<file path="src/mbc_consts.vh">
`ifndef MBC_CONSTS_VH
`define MBC_CONSTS_VH
`define MBC_OFFSET 8'hf0
`define MBC_RESET 32'h0000_0800
`define MBC_WR_MASK 32'h0000_f79f
`define MBC_BIT_DEEP_OFF 15
`define MBC_PWR_HI 14
`define MBC_PWR_LO 12
`define MBC_BIT_REV_CONF 11
`define MBC_BIT_PME_SKIP 10
`define MBC_BRC_HI 9
`define MBC_BRC_LO 8
`define MBC_BIT_PM_REV 7
`define MBC_BIT_NO_ABORT 4
`define MBC_BIT_TWOWIRE 3
`define MBC_BIT_LINK_BYP 2
`define MBC_BIT_HOST_BYP 1
`define MBC_BIT_KEEP_CLK 0
`define MBC_PM_REV_OLD 3'h2
`define MBC_PM_REV_NEW 3'h3
`define MBC_CMD_MEM_READ 4'h6
`define MBC_CMD_READ_LINE 4'he
`define MBC_CMD_READ_MULT 4'hc
`define MBC_EE_WORD 8'h0c
`define MBC_INACTIVE_DATA 32'hffff_ffff
`endif

</file>
<file path="src/mbc_burst_cmd.v">
`timescale 1ns/1ps
`include "mbc_consts.vh"
module mbc_burst_cmd (
    input wire clk_i,
    input wire resetn_i,
    input wire [1:0] sel_i,
    input wire long_read_i,
    output reg [3:0] cmd_o
);
    // registered command choice for the master read engine
    always @(posedge clk_i) begin
        if (!resetn_i) begin
            cmd_o <= `MBC_CMD_MEM_READ;
        end else if (!long_read_i) begin
            // RULE8 short reads plain
            cmd_o <= `MBC_CMD_MEM_READ;
        end else begin
            // RULE7 burst command select
            case (sel_i)
                2'b01: cmd_o <= `MBC_CMD_MEM_READ;
                2'b10: cmd_o <= `MBC_CMD_READ_MULT;
                default: cmd_o <= `MBC_CMD_READ_LINE; // reserved code acts as default
            endcase
        end
    end
endmodule

</file>
<file path="src/mbc_pme_gate.v">
`timescale 1ns/1ps
module mbc_pme_gate (
    input wire clk_i,
    input wire resetn_i,
    input wire skip_gate_i,
    input wire global_irq_enable_i,
    input wire unmasked_irq_i,
    output reg pme_req_o
);
    // RULE5 pme gating choice
    always @(posedge clk_i) begin
        if (!resetn_i) begin
            pme_req_o <= 1'b0;
        end else begin
            pme_req_o <= unmasked_irq_i & (skip_gate_i | global_irq_enable_i);
        end
    end
endmodule

</file>
<file path="src/mbc_misc_reg.v">
`timescale 1ns/1ps
`include "mbc_consts.vh"
// What this block does
// RULE1 - upper sixteen bits read zero
// RULE2 - bit 15 feeds capability bit 15
// RULE3 - bits 14-12 drive power-level pins
// RULE4 - bit 11 always reads one
// RULE5 - bit 10 drops global irq gate
// RULE6 - bit 10 mirrored to vendor bit 26
// RULE7 - bits 9-8 pick long read command
// RULE8 - short reads use plain memory read
// RULE9 - eeprom word 12 loads bits 9-8
// RULE10 - bit 7 picks pm revision 010/011
// RULE11 - bits 6 and 5 read zero
// RULE12 - inactive link access aborts by default
// RULE13 - bit 4 returns ones, no abort
// RULE14 - software keeps bit 4 clear
// RULE15 - bit 3 routes io lines to two-wire
// RULE16 - bit 2 bypasses link clock gate
// RULE17 - bit 1 bypasses host clock gate
// RULE18 - bit 0 keeps host clock running
// RULE19 - only global reset clears bits
// RULE20 - reset value 0000_0800
// RULE21 - read-only bits ignore writes
module mbc_misc_reg (
    input wire clk_i,
    input wire resetn_i,
    input wire cfg_wr_i,
    input wire cfg_rd_i,
    input wire [7:0] cfg_addr_i,
    input wire [3:0] cfg_be_i,
    input wire [31:0] cfg_wdata_i,
    output reg [31:0] cfg_rdata_o,
    output wire cfg_hit_o,
    input wire ee_load_i,
    input wire [7:0] ee_word_i,
    input wire [15:0] ee_data_i,
    input wire global_irq_enable_i,
    input wire unmasked_irq_i,
    output wire pme_req_o,
    input wire long_read_i,
    output wire [3:0] read_cmd_o,
    input wire link_access_i,
    input wire link_clk_active_i,
    output wire link_abort_o,
    output reg [31:0] link_rdata_o,
    input wire [31:0] link_core_rdata_i,
    output wire pme_from_deep_off_support_o,
    output wire [2:0] pm_revision_field_o,
    output wire vendor_id_bit26_o,
    output wire power_level_pin_2_o,
    output wire power_level_pin_1_o,
    output wire power_level_pin_0_o,
    input wire general_io_line_three_i,
    input wire general_io_line_two_i,
    input wire general_io_line_three_drv_i,
    input wire general_io_line_two_drv_i,
    input wire general_io_line_three_oen_n_i,
    input wire general_io_line_two_oen_n_i,
    output wire general_io_line_three_o,
    output wire general_io_line_two_o,
    output wire general_io_line_three_oe_n_o,
    output wire general_io_line_two_oe_n_o,
    output wire twowire_clk_o,
    output wire twowire_data_o,
    output wire twowire_route_o,
    output wire link_clk_gate_bypass_o,
    output wire host_clk_gate_bypass_o,
    output wire keep_host_clk_o
);
    reg [31:0] reg_q;
    reg [31:0] reg_d;
    wire [31:0] wmask;
    wire [31:0] read_val;
    integer i;

    assign cfg_hit_o = (cfg_addr_i == `MBC_OFFSET);

    // byte enables widened to a bit mask, limited to writable bits
    assign wmask = {{8{cfg_be_i[3]}}, {8{cfg_be_i[2]}}, {8{cfg_be_i[1]}}, {8{cfg_be_i[0]}}}
        & `MBC_WR_MASK;

    // next value: config write, then eeprom load of the burst field
    always @* begin
        reg_d = reg_q;
        if (cfg_wr_i && cfg_hit_o) begin
            // RULE21 read-only bits kept
            for (i = 0; i < 32; i = i + 1) begin
                if (wmask[i]) begin
                    reg_d[i] = cfg_wdata_i[i];
                end
            end
        end
        // RULE9 eeprom loads burst field
        if (ee_load_i && ee_word_i == `MBC_EE_WORD) begin
            reg_d[`MBC_BRC_HI:`MBC_BRC_LO] = ee_data_i[1:0];
        end
        // RULE4 conformance bit fixed
        reg_d[`MBC_BIT_REV_CONF] = 1'b1;
    end

    // resetn_i is the global reset input; ordinary bus reset is not wired here
    always @(posedge clk_i) begin
        if (!resetn_i) begin
            // RULE19 global reset only
            // RULE20 reset value
            reg_q <= `MBC_RESET;
        end else begin
            reg_q <= reg_d;
        end
    end

    // RULE1 upper half zero
    // RULE11 bits 6-5 zero
    assign read_val = reg_q & (`MBC_WR_MASK | `MBC_RESET);

    // read data registered for the config cycle
    always @(posedge clk_i) begin
        if (!resetn_i) begin
            cfg_rdata_o <= 32'h0000_0000;
        end else if (cfg_rd_i) begin
            cfg_rdata_o <= cfg_hit_o ? read_val : 32'h0000_0000;
        end
    end

    // RULE2 deep-off pme support
    assign pme_from_deep_off_support_o = reg_q[`MBC_BIT_DEEP_OFF];
    // RULE10 pm revision select
    assign pm_revision_field_o = reg_q[`MBC_BIT_PM_REV] ? `MBC_PM_REV_NEW : `MBC_PM_REV_OLD;
    // RULE6 vendor id mirror
    assign vendor_id_bit26_o = reg_q[`MBC_BIT_PME_SKIP];
    // RULE3 power level pins
    assign power_level_pin_2_o = reg_q[`MBC_PWR_HI];
    assign power_level_pin_1_o = reg_q[`MBC_PWR_LO + 1];
    assign power_level_pin_0_o = reg_q[`MBC_PWR_LO];

    mbc_pme_gate u_pme (
        .clk_i(clk_i),
        .resetn_i(resetn_i),
        .skip_gate_i(reg_q[`MBC_BIT_PME_SKIP]),
        .global_irq_enable_i(global_irq_enable_i),
        .unmasked_irq_i(unmasked_irq_i),
        .pme_req_o(pme_req_o)
    );

    mbc_burst_cmd u_cmd (
        .clk_i(clk_i),
        .resetn_i(resetn_i),
        .sel_i(reg_q[`MBC_BRC_HI:`MBC_BRC_LO]),
        .long_read_i(long_read_i),
        .cmd_o(read_cmd_o)
    );

    // RULE12 abort when inactive
    // RULE14 abort is the normal mode
    assign link_abort_o = link_access_i & ~link_clk_active_i & ~reg_q[`MBC_BIT_NO_ABORT];

    // link read data; suppressed abort answers all ones
    always @(posedge clk_i) begin
        if (!resetn_i) begin
            link_rdata_o <= 32'h0000_0000;
        end else if (link_access_i) begin
            // RULE13 ones instead of abort
            if (!link_clk_active_i && reg_q[`MBC_BIT_NO_ABORT]) begin
                link_rdata_o <= `MBC_INACTIVE_DATA;
            end else begin
                link_rdata_o <= link_core_rdata_i;
            end
        end
    end

    // RULE15 io lines to two-wire
    assign twowire_route_o = reg_q[`MBC_BIT_TWOWIRE];
    assign twowire_clk_o = general_io_line_three_i;
    assign twowire_data_o = general_io_line_two_i;
    // pins float while routed, so the two-wire master sees the line
    assign general_io_line_three_o = general_io_line_three_drv_i;
    assign general_io_line_two_o = general_io_line_two_drv_i;
    assign general_io_line_three_oe_n_o = twowire_route_o | general_io_line_three_oen_n_i;
    assign general_io_line_two_oe_n_o = twowire_route_o | general_io_line_two_oen_n_i;

    // RULE16 link clock bypass
    assign link_clk_gate_bypass_o = reg_q[`MBC_BIT_LINK_BYP];
    // RULE17 host clock bypass
    assign host_clk_gate_bypass_o = reg_q[`MBC_BIT_HOST_BYP];
    // RULE18 keep host clock
    assign keep_host_clk_o = reg_q[`MBC_BIT_KEEP_CLK];
endmodule

</file>
<file path="config.mk">
export PLATFORM = sky130hd
export DESIGN_NAME = mbc_misc_reg
export DESIGN_NICKNAME = d
export VERILOG_FILES = /design/src/mbc_burst_cmd.v /design/src/mbc_pme_gate.v /design/src/mbc_misc_reg.v
export VERILOG_INCLUDE_DIRS = /design/src
export SDC_FILE = /design/constraint.sdc
export NUM_CORES = 1
export LEC_CHECK = 0
export ABC_AREA = 0
export ABC_CLOCK_PERIOD_IN_PS = 1470
export BUFFER_PORTS_ARGS = -buffer_cell sky130_fd_sc_hd__buf_2
export CAP_MARGIN = 10
export CORE_ASPECT_RATIO = 1.5
export CORE_MARGIN = 1.5
export CORE_UTILIZATION = 30
export DETAILED_ROUTE_END_ITERATION = 8
export PLACE_DENSITY = 0.67
export SYNTH_ARGS = -nofsm -noshare
export SYNTH_HDL_FRONTEND = slang
export SYNTH_SLANG_ARGS = --single-unit
</file>
<file path="constraint.sdc">
create_clock -name clk_i -period 1.47 [get_ports clk_i]
set_input_delay 0.0735 -clock clk_i [delete_from_list [all_inputs] [get_ports clk_i]]
set_output_delay 0.0735 -clock clk_i [all_outputs]
set_load 0.02 [all_outputs]
</file>
==> results of run 1 <==
==> through the flow <==
| stage | hold WS, ns | util [%] | cells | power (mW) | cell area, µm² |
|---|---|---|---|---|---|
| 4_1_cts | 0.000925 | 43.6 | 505 | 4.29 | 3670 |
| 3_5_place_dp | 0.147 | 39.1 | 480 | 2.33 | 3290 |
| 6_report | 0.0138 | 43.6 | 505 | 4.23 | 3670 |
| 5_1_grt | 0.000161 | 43.6 | 505 | 4.42 | 3670 |
| 3_3_place_gp | 0.147 | 39.1 | 480 | 2.32 | 3290 |
| 2_1_floorplan | 0.205 | - | 276 | 2.17 | 2670 |
==> worst min-delay path, cell delays in order <==
cell and delay [ns]:
buf_2 0.10, nand4_1 0.06, a21oi_1 0.06
==> registers in the layout (all words and copies together), names as in the netlist <==
register	flops
reg_q	13
u_cmd.cmd_o	2
cfg_rdata_o	14
u_pme.pme_req_o	1
link_rdata_o	32
==> where the power goes <==
group,switching (mW),internal [mW]
Sequential,0.0307,1.75
Clock,0.661,1.25
Combinational,0.313,0.226
Total,1.00,3.23
==> cell families (layout without fill, tap and decap cells) <==
logic type | count (synthesis) | in the layout | share of synthesized area [%]
AOI/OAI and AO/OA | 77 | 77 | 24.6
buffers and inverters | 56 | 178 | 12.4
DFF | 62 | 62 | 47.9
other | 2 | 22 | 0.290
and+or+nand+nor | 59 | 59 | 14.8
==> cell usage after synthesis <==
cell type  number
conb_1          2
clkbuf_1       24
o31ai_2         1
buf_6           1
nand4_1        27
clkinv_1        1
or4b_1          1
nand2b_1       15
or3_1           2
a31oi_1         2
o221a_2        32
buf_4          27
inv_1           2
o21ai_1         1
and4_1          1
dfxtp_1        62
o41ai_1         2
buf_2           1
nand2_1         3
or4_1           1
nor3b_1         1
nand3_1         1
or3b_2          1
nor4_4          1
and2_1          2
nor2_1          1
o211a_1         1
or2_2           2
a21oi_1        26
o31ai_1        12
==> final cells by class <==
class                   instances  area (µm²)  area share, %
flip-flops and latches         62        1240           33.8
repair buffers                161         901           24.5
well taps                     107         134           3.65
multi-input cells             158        1110           30.2
clock buffers                  13         270           7.36
inverters                       3        11.3          0.307
clock inverters                 1        5.00          0.136
==> worst max-delay path by stage <==
stage	depth (start not counted)	end	slack, ns	startpoint
global placement	5	reg_q[13]$_SDFFE_PN0P_	0.08	cfg_addr_i[1]
finish	5	cfg_hit_o	0.18	cfg_addr_i[1]
floorplan	5	reg_q[0]$_SDFFE_PN0P_	0.20	cfg_addr_i[1]
global route	5	cfg_hit_o	0.13	cfg_addr_i[1]
CTS	5	cfg_hit_o	0.19	cfg_addr_i[1]
detailed placement	5	reg_q[4]$_SDFFE_PN0P_	0.05	cfg_addr_i[1]
==> layer usage <==
metal	global-route usage [%]	vias to the layer above	routed length (µm)	part of all wire, %
met2	26.2	116	3420	48
met1	17.1	1169	2930	41
met4	8.65	0	156	2.2
li1	-	1207	-	-
met5	0	-	0	0
met3	5.97	13	570	8.1
==> flow_summary_export.csv, run 1 <==
group,metric,value,unit
run_status,status,"finished, final reports clean",
finish,fillers,839,
clock_tree,clkLatencyLatePin,0.33,ns
setup_path,cp-end-kind,"output port",
die,die_h,117,µm
grt,antenna_found_initial,0,
die,rows,41,
setup_path,path_cells,"buf_2 -> or4_1 -> buf_4 -> nor2_1 -> buf_2",
sta,fin_skew,0.00542,ns
setup_path,crit_path_frequent_cell,"buf_2",
clock_tree,post_cts_buffers,0,
grt,grt-ovfl-total,0,
setup_path,critPathTopFamily,"simple AND/OR/NAND/NOR gates",
setup_path,ff2ff_path_depth,2,
die,ios,205,
setup_path,critPathRequiredTime,1.40,ns
sta,max_freq,0.778,GHz
synth,synth-warning-count,0,
placement,portBuffers,139,
drt,ant_nets,0,
placement,pre_cts_ws,0.0479,ns
setup_path,critical_path_class,"in -> out",
finish,final_nets,511,
worst_hold_path,hold_end,"reg_q[10]$_SDFFE_PN0P_",
sta,fin_setup_tns,0,ns
drt,wl_per_cell,14.0,µm
clock_tree,path_clk_slew,0.05,ns
placement,hpwl,5.08,mm
finish,final_cell_mix,"buf_2, dfxtp_1, o221a_2, nand4_1, a21oi_1",
pwr,p_leak,1.68,nW
synth,ys_seq_area_share,47.9,%
synth,synth_top_area_share,47.9,%
die,initial_core_util,30.8,%
worst_hold_path,hp-start,"cfg_wdata_i[10]",
clock_tree,clockBufferDepth,2,
setup_path,crit_slowest_cell,"or4_1",
pwr,irDropWorstVdd,0.000577,V
finish,area_delta_synth_final,41.7,%
grt,grt_first_pass_wirelength,11.1,mm
clock_tree,h-tree-depth,3,
finish,layout_commonest_cell,"buf_2",
clock_tree,ctsHoldBuffers,11,
setup_path,critPathLaunchType,"input pin",
finish,layout-drive-gt1-share,50.5,%
clock_tree,cts_resized,0,
setup_path,cp_num_buf_inv,3,
worst_hold_path,hold_depth,3,
sta,setup_viol,0,
drt,drt_wl_total,7.08,mm
sta,rsz0062_at_grt,"no",
finish,antenna_cells,0,
synth,avgSynthCellArea,10.1,µm²
synth,postSynthCellCount,256,
run,maxCapViolCount,0,
synth,ys_seq_elements,62,
sta,finalHoldViolCount,0,
setup_path,r2r_setup_slack,0.24,ns
clock_tree,tritoncts,"yes",
worst_hold_path,hp-class,"in -> reg",
sta,slew_violations,0,
drt,drt_iter0_drc,70,
clock_tree,clkSinkCount,62,
grt,grt_use_total,15.7,%
die,die_area,0.00922,mm²
sta,fin_ws,0.185,ns
drt,vias_per_cell,4.96,
drt,drc,0,
drt,dr.pass1.iters,4,
setup_path,slowest_delay,0.56,ns
grt,grt_max_degree,34,
sta,min_period,1.29,ns
setup_path,critPathMaxFanout,12,
clock_tree,root_buffer,"clkbuf_16",
sta,period_share,87.4,%
grt,grt_pass1_vias,2318,
pwr,powerDensity,1150,mW/mm²
setup_path,crit_arrival,1.21,ns
clock_tree,cts_inserted_buffers,9,
synth,synth_area_leader_cell,"dfxtp_1",
die,fp.dieW,78.9,µm
setup_path,timing.rr.start,"reg_q[10]$_SDFFE_PN0P_",
setup_path,r2r_end,"u_pme.pme_req_o$_SDFF_PN0_",
drt,vias,2505,
synth,synth_area_leaders,"dfxtp_1, o221a_2, buf_4",
die,core_area,0.00841,mm²
placement,gp_congestion,0.778,
synth,ys_types,30,
synth,synth_area,0.00259,mm²
No activity file was read; power rests on OpenSTA's default activity.
==> run 2, diff against run 1 <==
--- a/config.mk
+++ b/config.mk
@@ -6,7 +6,7 @@
 export SDC_FILE = /design/constraint.sdc
 export NUM_CORES = 1
 export LEC_CHECK = 0
-export ABC_AREA = 0
+export ABC_AREA = 1
 export ABC_CLOCK_PERIOD_IN_PS = 1470
 export BUFFER_PORTS_ARGS = -buffer_cell sky130_fd_sc_hd__buf_2
 export CAP_MARGIN = 10
@@ -14,7 +14,7 @@
 export CORE_MARGIN = 1.5
 export CORE_UTILIZATION = 30
 export DETAILED_ROUTE_END_ITERATION = 8
-export PLACE_DENSITY = 0.67
+export PLACE_DENSITY = 0.66
 export SYNTH_ARGS = -nofsm -noshare
 export SYNTH_HDL_FRONTEND = slang
 export SYNTH_SLANG_ARGS = --single-unit
==> constraint.sdc (replaced) <==
create_clock -name clk_i -period 1.47 [get_ports clk_i]
set_input_delay 0.0735 -clock clk_i [delete_from_list [all_inputs] [get_ports clk_i]]
set_output_delay 0.0735 -clock clk_i [all_outputs]
set_load 0.1 [all_outputs]
==> flow_summary_export.csv, run 2 <==
group,metric,value,unit
setup_path,crit_arrival,1.23,ns
finish,largest_register_ffs,32,
synth,synth_area_leaders,"dfxtp_1, nand2_1, buf_4",
placement,numPlacedInstances,580,
clock_tree,tritoncts,"yes",
synth,synth_area,0.00267,mm²
synth,ys_types,25,
run_status,status,"finished, final reports clean",
finish,top_regs,"link_rdata_o x32, cfg_rdata_o x14, reg_q x13",
clock_tree,h-tree-depth,3,
worst_hold_path,hp-class,"in -> reg",
pwr,irDropWorstVdd,0.000772,V
grt,grt_use_total,15.3,%
drt,drt_wl_total,7.19,mm
synth,avgSynthCellArea,7.61,µm²
sta,period_share,88.4,%
placement,gp_congestion,0.834,
clock_tree,cts_inserted_buffers,9,
finish,area_delta_synth_final,46.0,%
synth,synth_common_cells,"dfxtp_1, nand2_1, inv_1",
sta,worstMarginPinSlew,0.704,ns
drt,vias,2742,
synth,async_reset_ff_share,0,%
grt,grt_pass1_vias,2583,
pwr,p_sw,1.64,mW
synth,synth_ff_type,"dfxtp_1",
clock_tree,clkLatencyLatePin,0.32,ns
setup_path,critical_path_class,"reg -> out",
setup_path,critPathRequiredTime,1.40,ns
pwr,p_leak,1.97,nW
pwr,p_sw_share,32.0,%
grt,antenna_found_initial,0,
clock_tree,post_cts_buffers,0,
sta,fin_setup_tns,0,ns
finish,final_cell_mix,"buf_2, dfxtp_1, nand2_1, inv_1, o21ai_0",
finish,fin_cells,618,
finish,antenna_cells,0,
die,core_area,0.00872,mm²
sta,finalHoldViolCount,0,
drt,drt_iter0_drc,69,
die,fp.dieW,80.1,µm
drt,wl_per_cell,11.6,µm
sta,slew_headroom,52.8,%
run,maxCapViolCount,0,
synth,synth-warning-count,0,
pwr,power_frac_comb,22.3,%
drt,drc,0,
finish,fillers,888,
synth,synth.most_common_cell,"dfxtp_1",
finish,final-seq-area,0.00124,mm²
sta,max_freq,0.770,GHz
die,die_area,0.00950,mm²
sta,setup_viol,0,
setup_path,critPathLaunchType,"flop",
pwr,clockPowerShare,43.1,%
finish,final_nets,619,
sta,min_period,1.30,ns
finish,largest-register,"link_rdata_o",
pwr,internal-power,3.49,mW
grt,grt-ovfl-total,0,
finish,layout-drive-gt1-share,33.9,%
pwr,powerDensity,1310,mW/mm²
die,ios,205,
sta,rsz0062_at_grt,"no",
clock_tree,clkSinkCount,62,
setup_path,critPathMaxFanout,5,
drt,ant_nets,0,
finish,layout_commonest_cell,"buf_2",
setup_path,crit_start,"reg_q[3]$_SDFFE_PN0P_",
synth,postSynthCellCount,351,
die,initial_core_util,30.6,%
synth,synth_top_area_share,46.4,%
grt,grt_first_pass_wirelength,11.4,mm
sta,fin_skew,0.00313,ns
setup_path,cp-end-kind,"output port",
grt,grt_max_degree,47,
sta,timing.hold.ws,0.00863,ns
die,rows,42,
pwr,pwr-share-seq,34.6,%
clock_tree,path_clk_slew,0.05,ns
placement,portBuffers,139,
clock_tree,root_buffer,"clkbuf_16",
sta,slew_violations,0,
setup_path,timing.rr.start,"reg_q[10]$_SDFFE_PN0P_",
placement,hpwl,5.23,mm
synth,synth_edf_count,0,
clock_tree,clockBufferDepth,2,
finish,multi_input_area,0.00102,mm²
synth,ys_seq_area_share,46.4,%
die,die_h,119,µm
synth,synth_area_leader_cell,"dfxtp_1",
synth,ys_seq_elements,62,
drt,dr.pass1.iters,4,
worst_hold_path,hp-start,"link_core_rdata_i[26]",
drt,vias_per_cell,4.44,
run 2: changes by cell type after synthesis, sizes merged, moves of 15 or more:
| cell | previous run | this run |
|---|---|---|
| a31oi | 2 | 32 |
| inv | 2 | 50 |
| nand2 | 3 | 58 |
| nand2b | 15 | 0 |
| nand3 | 1 | 16 |
| nand4 | 27 | 4 |
| o21ai | 1 | 33 |
| o221a | 32 | 0 |
run 2: kinds of logic (layout without fill, tap and decap cells):
kind of cell / count (synthesis) / in the layout / share of synthesized area (%)
buffers and inverters: 98 / 235 / 18.4
DFF: 62 / 62 / 46.4
AOI/OAI and AO/OA: 91 / 91 / 18.5
and+or+nand+nor: 98 / 98 / 16.4
other: 2 / 22 / 0.281
run 2: power groups by stage:
stage | Combinational [mW] | Clock, mW | Sequential, mW
floorplan | 0.518 | 0 | 2.27
global placement | 1.09 | 0 | 1.81
detailed placement | 1.10 | 0 | 1.81
CTS | 1.15 | 2.27 | 1.77
global route | 1.20 | 2.35 | 1.78
finish | 1.14 | 2.21 | 1.78
run 2: through the flow:
stage                     cell area (µm²)  setup WS (ns)  utilization [%]  total power, mW
after detailed placement             3370          0.172             38.6             2.91
final                                3900          0.171             44.7             5.13
after CTS                            3900          0.154             44.7             5.19
after global placement               3370          0.186             38.6             2.90
after global routing                 3900          0.124             44.7             5.33
after floorplan                      2750        0.00776                -             2.78
run 2: path summary, 6_finish.rpt:
path | to | slack [ns] | cells after the start
max | general_io_line_three_oe_n_o | 0.17 | 2
min reg2reg | cfg_rdata_o[4]$_SDFFE_PN0P_ | 0.46 | 2
max reg2reg | u_pme.pme_req_o$_SDFF_PN0_ | 0.27 | 3
min | link_rdata_o[26]$_SDFFE_PN0P_ | 0.009 | 3
run 2: critical path, cell delays in order, from the launching register on:
cell	delay (ns)
dfxtp_2	0.33
or2_2	0.28
buf_2	0.29
run 2: metal layers:
layer	track usage [%]	vias up	part of all wire (%)
met5	0	-	0
met4	5.71	0	0.68
met3	5.48	4	8.7
met2	26.8	112	51
met1	16.3	1228	40
li1	-	1398	-
run 2: repair_timing:
| action | in CTS | in global routing |
|---|---|---|
| hold endpoints to repair | 21 | 0 |
| resized for setup | 0 | 0 |
| hold buffers | 22 | 0 |
run 2: area by class of cell:
cell class	count	area share, %
Sequential cell	62	31.8
Multi-Input combinational cell	211	26.1
Timing Repair Buffer	168	25.5
Clock buffer	12	6.32
Inverter	51	4.91
Tap cell	110	3.53
Clock inverter	4	1.80
